<file path="config.mk">
export PLATFORM = sky130hd
export DESIGN_NAME = gptm_timer
export DESIGN_NICKNAME = d
export VERILOG_FILES = /design/src/logic/gptm_pulse_div.v /design/src/logic/gptm_timer.v
export VERILOG_INCLUDE_DIRS = /design/src /design/src/include
export SDC_FILE = /design/constraint.sdc
export NUM_CORES = 1
export LEC_CHECK = 0
export BUFFER_PORTS_ARGS = -buffer_cell sky130_fd_sc_hd__buf_4
export CAP_MARGIN = 30
export CORE_MARGIN = 2
export CORE_UTILIZATION = 41
export DETAILED_ROUTE_END_ITERATION = 7
export PLACE_DENSITY = 0.73
export SYNTH_ARGS = -nofsm -noshare
export SYNTH_HDL_FRONTEND = slang
export SYNTH_SLANG_ARGS = --single-unit
export TNS_END_PERCENT = 5
</file>
<file path="constraint.sdc">
create_clock -name i_clk -period 3.1 [get_ports i_clk]
set_clock_uncertainty 0.15 [all_clocks]
set_input_delay 0.62 -clock i_clk [delete_from_list [all_inputs] [get_ports i_clk]]
set_output_delay 0.62 -clock i_clk [all_outputs]
set_load 0.05 [all_outputs]
</file>
<file path="src/include/gptm_consts.vh">
`ifndef GPTM_CONSTS_VH
`define GPTM_CONSTS_VH

// Register indices; byte address is four times the index
`define GPTM_IDX_RELOAD        10'h0a0
`define GPTM_IDX_UF_SOURCE     10'h0a2
`define GPTM_IDX_CONTROL       10'h0a3
`define GPTM_IDX_COUNT         10'h0a4
`define GPTM_IDX_UF_MASK       10'h0a6

// Field positions
`define GPTM_SRC_UFLOW_BIT     0
`define GPTM_CTL_ENABLE_BIT    0
`define GPTM_CTL_RESET_BIT     1
`define GPTM_CTL_AUTODIS_BIT   2
`define GPTM_CTL_STATUS_BIT    7

// Reset values
`define GPTM_RELOAD_RST        16'hffff
`define GPTM_COUNT_RST         16'h0000

// AXI responses
`define GPTM_RESP_OKAY         2'h0
`define GPTM_RESP_SLVERR       2'h2

// Timing
`define GPTM_CLK_PERIOD_NS     4
`define GPTM_TICK_NS           1000000
`define GPTM_SETTLE_US         200
`define GPTM_TICK_CYCLES       ((`GPTM_TICK_NS + `GPTM_CLK_PERIOD_NS - 1) / `GPTM_CLK_PERIOD_NS)
`define GPTM_SETTLE_CYCLES     ((`GPTM_SETTLE_US * 1000 + `GPTM_CLK_PERIOD_NS - 1) / `GPTM_CLK_PERIOD_NS)

`endif

</file>
<file path="src/logic/gptm_pulse_div.v">
// Free divider: one-cycle pulse every DIV cycles while i_run is high
module gptm_pulse_div #(
   parameter integer CNT_W = 18,
   parameter integer DIV   = 250000
) (
   input  wire             i_clk,
   input  wire             i_rst_b,
   input  wire             i_ce,
   input  wire             i_run,
   output wire             o_pulse
);

   reg  [CNT_W-1:0] cnt_ff;
   reg  [CNT_W-1:0] nxt_cnt;
   wire             last;

   assign last    = (cnt_ff == DIV[CNT_W-1:0] - {{(CNT_W-1){1'b0}}, 1'b1});
   assign o_pulse = i_ce & i_run & last;

   // Phase restarts whenever the divider is stopped
   always @* begin
      nxt_cnt = cnt_ff;
      if (!i_run) begin
         nxt_cnt = {CNT_W{1'b0}};
      end else if (last) begin
         nxt_cnt = {CNT_W{1'b0}};
      end else begin
         nxt_cnt = cnt_ff + {{(CNT_W-1){1'b0}}, 1'b1};
      end
   end

   always @(posedge i_clk or negedge i_rst_b) begin
      if (!i_rst_b) begin
         cnt_ff <= {CNT_W{1'b0}};
      end else if (i_ce) begin
         cnt_ff <= nxt_cnt;
      end
   end

endmodule // gptm_pulse_div

</file>
<file path="src/logic/gptm_timer.v">
// Local design decision: the AXI4-Lite slave port.
`include "gptm_consts.vh"

module gptm_timer #(
   parameter integer ADDR_W        = 12,
   parameter integer TICK_CYCLES   = `GPTM_TICK_CYCLES,
   parameter integer SETTLE_CYCLES = `GPTM_SETTLE_CYCLES,
   parameter integer TICK_W        = 18,
   parameter integer SETTLE_W      = 16
) (
   input  wire              i_clk,
   input  wire              i_rst_b,
   input  wire              i_ce,
   input  wire [ADDR_W-1:0] i_awaddr,
   input  wire              i_awvalid,
   output wire              o_awready,
   input  wire [31:0]       i_wdata,
   input  wire [3:0]        i_wstrb,
   input  wire              i_wvalid,
   output wire              o_wready,
   output wire [1:0]        o_bresp,
   output wire              o_bvalid,
   input  wire              i_bready,
   input  wire [ADDR_W-1:0] i_araddr,
   input  wire              i_arvalid,
   output wire              o_arready,
   output wire [31:0]       o_rdata,
   output wire [1:0]        o_rresp,
   output wire              o_rvalid,
   input  wire              i_rready,
   output wire              o_irq
);

   // Control and status state
   reg  [15:0]       reload_ff;
   reg  [15:0]       count_ff;
   reg               enable_ff;
   reg               reset_bit_ff;
   reg               autodis_ff;
   reg               running_ff;
   reg               pend_uf_ff;
   reg               uf_flag_ff;
   reg               uf_mask_ff;

   reg  [15:0]       nxt_reload;
   reg  [15:0]       nxt_count;
   reg               nxt_enable;
   reg               nxt_reset_bit;
   reg               nxt_autodis;
   reg               nxt_running;
   reg               nxt_pend_uf;
   reg               nxt_uf_flag;
   reg               nxt_uf_mask;

   // Bus state
   reg               bvalid_ff;
   reg  [1:0]        bresp_ff;
   reg               rvalid_ff;
   reg  [1:0]        rresp_ff;
   reg  [31:0]       rdata_ff;
   reg               nxt_bvalid;
   reg  [1:0]        nxt_bresp;
   reg               nxt_rvalid;
   reg  [1:0]        nxt_rresp;
   reg  [31:0]       nxt_rdata;

   wire              wr_go;
   wire              rd_go;
   wire [9:0]        wr_idx;
   wire [9:0]        rd_idx;
   wire              counting;
   wire              halting;
   wire              settle_run;
   wire              tick;
   wire              settle_done;
   wire              underflow;
   wire              wr_reload;
   wire              wr_src;
   wire              wr_ctl;
   wire              wr_mask;
   wire [7:0]        ctl_view;

   // Only the word index matters; byte-lane bits of the address are ignored
   function [9:0] word_idx;
      input [ADDR_W-1:0] addr;
      begin
         word_idx = addr[11:2];
      end
   endfunction

   function is_mapped;
      input [9:0] idx;
      begin
         is_mapped = (idx == `GPTM_IDX_RELOAD) || (idx == `GPTM_IDX_UF_SOURCE) ||
                     (idx == `GPTM_IDX_CONTROL) || (idx == `GPTM_IDX_COUNT) ||
                     (idx == `GPTM_IDX_UF_MASK);
      end
   endfunction

   // Address and data are taken together so a write never needs a holding buffer
   assign wr_go     = i_ce & i_awvalid & i_wvalid & ~bvalid_ff;
   assign o_awready = wr_go;
   assign o_wready  = wr_go;
   assign rd_go     = i_ce & i_arvalid & ~rvalid_ff;
   assign o_arready = i_ce & ~rvalid_ff;
   assign o_bvalid  = bvalid_ff;
   assign o_bresp   = bresp_ff;
   assign o_rvalid  = rvalid_ff;
   assign o_rresp   = rresp_ff;
   assign o_rdata   = rdata_ff;

   assign wr_idx    = word_idx(i_awaddr);
   assign rd_idx    = word_idx(i_araddr);
   assign wr_reload = wr_go & (wr_idx == `GPTM_IDX_RELOAD);
   assign wr_src    = wr_go & (wr_idx == `GPTM_IDX_UF_SOURCE) & i_wstrb[0];
   assign wr_ctl    = wr_go & (wr_idx == `GPTM_IDX_CONTROL) & i_wstrb[0];
   assign wr_mask   = wr_go & (wr_idx == `GPTM_IDX_UF_MASK) & i_wstrb[0];

   assign counting   = enable_ff & running_ff & ~reset_bit_ff & ~pend_uf_ff;
   // A timer disabled without the reset bit keeps reporting running until the halt has settled
   assign halting    = running_ff & ~enable_ff;
   assign settle_run = halting | reset_bit_ff;

   gptm_pulse_div #(
      .CNT_W (TICK_W),
      .DIV   (TICK_CYCLES)
   ) u_tick (
      .i_clk   (i_clk),
      .i_rst_b (i_rst_b),
      .i_ce    (i_ce),
      .i_run   (counting),
      .o_pulse (tick)
   );

   gptm_pulse_div #(
      .CNT_W (SETTLE_W),
      .DIV   (SETTLE_CYCLES)
   ) u_settle (
      .i_clk   (i_clk),
      .i_rst_b (i_rst_b),
      .i_ce    (i_ce),
      .i_run   (settle_run),
      .o_pulse (settle_done)
   );

   assign underflow = tick & (count_ff == 16'h0001);

   assign ctl_view = {running_ff, 4'h0, autodis_ff, reset_bit_ff, enable_ff};

   // Timer state
   always @* begin
      nxt_reload    = reload_ff;
      nxt_count     = count_ff;
      nxt_enable    = enable_ff;
      nxt_reset_bit = reset_bit_ff;
      nxt_autodis   = autodis_ff;
      nxt_running   = running_ff;
      nxt_pend_uf   = pend_uf_ff;
      nxt_uf_flag   = uf_flag_ff;
      nxt_uf_mask   = uf_mask_ff;

      if (wr_reload && i_wstrb[0]) begin
         nxt_reload[7:0] = i_wdata[7:0];
      end
      if (wr_reload && i_wstrb[1]) begin
         nxt_reload[15:8] = i_wdata[15:8];
      end
      if (wr_mask) begin
         nxt_uf_mask = i_wdata[`GPTM_SRC_UFLOW_BIT];
      end

      // Counter decrements only while counting; stopping keeps the count
      if (tick && !underflow) begin
         nxt_count = count_ff - 16'h0001;
      end

      if (underflow) begin
         nxt_count = reload_ff;
         if (autodis_ff) begin
            nxt_enable  = 1'b0;
            nxt_pend_uf = 1'b1;
         end else begin
            nxt_uf_flag = 1'b1;
         end
      end

      if (settle_done) begin
         nxt_reset_bit = 1'b0;
         if (halting) begin
            nxt_running = 1'b0;
         end
         if (pend_uf_ff) begin
            nxt_uf_flag = 1'b1;
            nxt_pend_uf = 1'b0;
         end
      end

      // Start is immediate; a re-enable during a halt simply cancels the halt
      if (enable_ff && !running_ff && !reset_bit_ff && !pend_uf_ff) begin
         nxt_running = 1'b1;
      end

      if (wr_ctl) begin
         nxt_enable  = i_wdata[`GPTM_CTL_ENABLE_BIT];
         nxt_autodis = i_wdata[`GPTM_CTL_AUTODIS_BIT];
         if (i_wdata[`GPTM_CTL_RESET_BIT]) begin
            nxt_reset_bit = 1'b1;
            nxt_running   = 1'b0;
            nxt_count     = reload_ff;
         end
      end

      // Counter follows reload while in reset
      if (reset_bit_ff) begin
         nxt_count = reload_ff;
      end

      // Write-one clears; a same-cycle flag set wins (underflow with autodis off, or settle of a pending underflow)
      if (wr_src && i_wdata[`GPTM_SRC_UFLOW_BIT] && !nxt_uf_flag_set(underflow, autodis_ff,
                                                                      settle_done, pend_uf_ff)) begin
         nxt_uf_flag = 1'b0;
      end
   end

   function nxt_uf_flag_set;
      input uf;
      input ad;
      input sd;
      input pend;
      begin
         nxt_uf_flag_set = (uf & ~ad) | (sd & pend);
      end
   endfunction

   always @(posedge i_clk or negedge i_rst_b) begin
      if (!i_rst_b) begin
         reload_ff    <= `GPTM_RELOAD_RST;
         count_ff     <= `GPTM_COUNT_RST;
         enable_ff    <= 1'b0;
         reset_bit_ff <= 1'b0;
         autodis_ff   <= 1'b0;
         running_ff   <= 1'b0;
         pend_uf_ff   <= 1'b0;
         uf_flag_ff   <= 1'b0;
         uf_mask_ff   <= 1'b0;
      end else if (i_ce) begin
         reload_ff    <= nxt_reload;
         count_ff     <= nxt_count;
         enable_ff    <= nxt_enable;
         reset_bit_ff <= nxt_reset_bit;
         autodis_ff   <= nxt_autodis;
         running_ff   <= nxt_running;
         pend_uf_ff   <= nxt_pend_uf;
         uf_flag_ff   <= nxt_uf_flag;
         uf_mask_ff   <= nxt_uf_mask;
      end
   end

   assign o_irq = uf_flag_ff & uf_mask_ff;

   // Write response channel
   always @* begin
      nxt_bvalid = bvalid_ff;
      nxt_bresp  = bresp_ff;
      if (bvalid_ff && i_bready) begin
         nxt_bvalid = 1'b0;
      end
      if (wr_go) begin
         nxt_bvalid = 1'b1;
         nxt_bresp  = is_mapped(wr_idx) ? `GPTM_RESP_OKAY : `GPTM_RESP_SLVERR;
      end
   end

   // Read data channel
   always @* begin
      nxt_rvalid = rvalid_ff;
      nxt_rresp  = rresp_ff;
      nxt_rdata  = rdata_ff;
      if (rvalid_ff && i_rready) begin
         nxt_rvalid = 1'b0;
      end
      if (rd_go) begin
         nxt_rvalid = 1'b1;
         nxt_rresp  = `GPTM_RESP_OKAY;
         nxt_rdata  = 32'h0000_0000;
         case (rd_idx)
            `GPTM_IDX_RELOAD: begin
               nxt_rdata[15:0] = reload_ff;
            end
            `GPTM_IDX_UF_SOURCE: begin
               nxt_rdata[`GPTM_SRC_UFLOW_BIT] = uf_flag_ff;
            end
            `GPTM_IDX_CONTROL: begin
               nxt_rdata[7:0] = ctl_view;
            end
            `GPTM_IDX_COUNT: begin
               nxt_rdata[15:0] = count_ff;
            end
            `GPTM_IDX_UF_MASK: begin
               nxt_rdata[`GPTM_SRC_UFLOW_BIT] = uf_mask_ff;
            end
            default: begin
               nxt_rresp = `GPTM_RESP_SLVERR;
            end
         endcase
      end
   end

   always @(posedge i_clk or negedge i_rst_b) begin
      if (!i_rst_b) begin
         bvalid_ff <= 1'b0;
         bresp_ff  <= `GPTM_RESP_OKAY;
         rvalid_ff <= 1'b0;
         rresp_ff  <= `GPTM_RESP_OKAY;
         rdata_ff  <= 32'h0000_0000;
      end else if (i_ce) begin
         bvalid_ff <= nxt_bvalid;
         bresp_ff  <= nxt_bresp;
         rvalid_ff <= nxt_rvalid;
         rresp_ff  <= nxt_rresp;
         rdata_ff  <= nxt_rdata;
      end
   end

endmodule // gptm_timer

</file>
==> results_dict.tcl <==
set metrics [dict create \
    max_clock_freq_mhz 383 \
    ios 110 \
    fin_crit_sh 0.842 \
    dpl-instance-area_um2 5910 \
    track_usage 0.192 \
    ys_seq_area_frac 0.445 \
    setup_slack_ns 0.488 \
    rr_endpoint "u_tick.cnt_ff[14]" \
    place_inst 786 \
    io_buffers 69 \
    slowest_stage "o21ai_1" \
    worst_pin_slew_ns 0.814 \
    clk_path_buf_depth 2 \
    cts_tree "built" \
    syn_area_um2 5280 \
    r2r_cells 8 \
    min_period_ns 2.61 \
    cp_cell_sequence "ha_1, and4b_1, nand3_1, o21ai_1, buf_4, nor2b_1, o21ai_0, o31ai_1" \
    synth_seq_cells 93 \
    synthArstFlopShare 1.00 \
    start_util 0.418 \
    hold_violations 0 \
    core_region_area_um2 12600 \
    grt_pass1_wl_um 21800 \
    area_growth_syn_to_layout_pct 18.3 \
    fin_hold_ws_ns 0.152 \
    regToRegSetupSlack_ns 0.49 \
    fin_area_um2 6240 \
    path_max_fanout 15 \
    relSlewSlack 0.454 \
    first_pass_iters 5 \
    fillers 1161 \
    p_total_mw 2.74 \
    dp_hpwl_um 9350 \
    layout-drive-gt1-share 0.238 \
    wl_per_cell_um 16.3 \
    critical_path_depth 8 \
    fin_util 0.495 \
    postRouteAntennaNets 0 \
    p_per_area_nw_per_um2 439 \
    setup_viol 0 \
    num_rows 41 \
    initialDrtViolationCount 255 \
    path_clk_slew_ns 0.06 \
    vias 4577 \
    h-tree-depth 3 \
    maxSlewViolCount 0 \
    antenna_found_initial 0 \
    postCtsResizedCells 0 \
    clock_latency_ns 0.35 \
    cts.sinks 93 \
    grt_max_degree 50 \
    worst-setup-path-type "flip-flop to flip-flop" \
    critPathCaptureType "flip-flop" \
    cap_violations 0 \
    synth-main-ff-cell "dfrtp_1" \
    wirelength_um 13100 \
    final_cell_mix "buf_4 (81), nand2_1 (77), dfrtp_1 (77)" \
    drcViolationCount 0 \
    dp_slack_ns 0.179 \
    startpoint "u_tick.cnt_ff[0]" \
    critical_path_buf_inv_count 1 \
    cts_root_buf "clkbuf_16" \
    die_area_um2 13800 \
    hold_path.class "primary input to async pin" \
    critPathMaxStageDelay_ns 0.70 \
    vdd_drop_max_mv 0.388 \
    die_w_um 117 \
    overflow 0 \
    yosys_warnings 0 \
    layout_commonest_cell "buf_4" \
    rsz0062_at_grt "no" \
    synth_edf_count 0 \
    cts_hold_buf 0 \
    postCtsSetupBuffers 0 \
    power.leakage_nw 2.72 \
    yosysUniqueCellTypes 78 \
    setup_tns_ns 0 \
    cp.arrival_ns 2.69 \
    status "complete, no violations" \
    critPathTopFamily "compound AO/OA/AOI/OAI gates" \
    gp_congestion 0.914 \
    synth.avg_cell_area_um2 9.46 \
    syn_inst 558 \
    critPathCapture "u_tick.cnt_ff[14]" \
    cts_made_buffers 9 \
    grt_pass1_vias 4283 \
    via_per_inst 5.71 \
    final_nets 697 \
    critPathLaunchType "flip-flop" \
    crit_required_ns 3.18 \
    diodes 0 \
    finalNonFillerCells 802 \
    die_h_um 117 \
    r2r_start "u_tick.cnt_ff[0]" \
]
[cells in the mapped netlist, types with 4 or more instances]
library cell	instances	area (um^2)
mux2i_1	22	220
a211oi_1	7	52.6
buf_6	4	45.0
nand2_1	77	289
dfrtp_1	77	1930
nor3b_1	4	30.0
buf_4	20	150
clkbuf_1	14	52.6
o21ai_0	57	285
o31ai_1	21	158
dfstp_2	16	420
a31oi_1	4	25.0
and4_1	5	43.8
nor3_1	13	65.1
inv_1	15	56.3
nor2_1	22	82.6
mux2_2	15	169
nor2b_1	4	25.0
nor4_1	8	50.1
or3_1	5	31.3
ha_1	4	50.1
nand3_1	26	130
nand2b_1	6	37.5
a21oi_1	14	70.1
and3_1	9	56.3
and2_1	6	37.5
nand4_1	8	50.1
nor4b_1	4	35.0
[worst reg2reg max path, cell delays in order, from the launching register on]
cell and delay [ns]:
dfrtp_1 0.38, ha_1 0.24, and4b_1 0.27, nand3_1 0.16, o21ai_1 0.70, buf_4 0.32
nor2b_1 0.06, o21ai_0 0.14, o31ai_1 0.09
[flip-flops by register name, summed over array words and instances, names as in the netlist, 16 cells and up]
register         flops
u_tick.cnt_ff       18
o_rdata             16
u_settle.cnt_ff     16
count_ff            16
reload_ff           16
[final cells by class]
cell class / instances / area, um^2 / share of cell area
Clock inverter: 3 / 67.6 / 0.0108
Tap cell: 172 / 215 / 0.0345
Timing Repair Buffer: 82 / 628 / 0.101
Clock buffer: 13 / 260 / 0.0417
Sequential cell: 93 / 2350 / 0.376
Inverter: 16 / 60.1 / 0.00962
Multi-Input combinational cell: 423 / 2660 / 0.427
[kinds of logic (layout without fill, tap and decap cells)]
logic type | count (synthesis) | after routing | share of synthesized area
other | 1 | 18 | 0.000710
AO/OA/AOI/OAI | 141 | 141 | 0.179
buffers and inverters | 59 | 114 | 0.0628
adder cells (fa/ha/maj) | 4 | 4 | 0.00948
multiplexers | 37 | 37 | 0.0737
AND/OR/NAND/NOR | 220 | 220 | 0.225
XOR/XNOR | 3 | 3 | 0.00498
flip-flops | 93 | 93 | 0.445
[power breakdown]
part,switching [mW],leakage [nW],internal [mW]
combinational,0.193,1.35,0.0893
sequential,0.0177,1.21,1.23
clock,0.456,0.156,0.751
total,0.667,2.72,2.07
[how the worst min path moves through the flow]
| stage | start | end | slack (ns) |
|---|---|---|---|
| 3_5_place_dp | o_rdata[5] | o_rdata[5] | 0.32 |
| 6_report | i_rst_b | count_ff[1] | 0.15 |
| 3_3_place_gp | o_rdata[3] | o_rdata[3] | 0.31 |
| 4_1_cts | i_rst_b | count_ff[1] | 0.18 |
| 5_1_grt | i_rst_b | count_ff[7] | 0.21 |
| 2_1_floorplan | i_rst_b | autodis_ff | 0.17 |
[routing by layer]
layer | GRT usage | vias to the layer above | routed length, um
met2 | 0.287 | 213 | 5770
met3 | 0.0441 | 12 | 1060
met5 | 0 | - | 0
li1 | - | 2143 | -
met1 | 0.283 | 2209 | 6150
met4 | 0.0452 | 0 | 128
No activity file was read; power rests on OpenSTA's default activity.
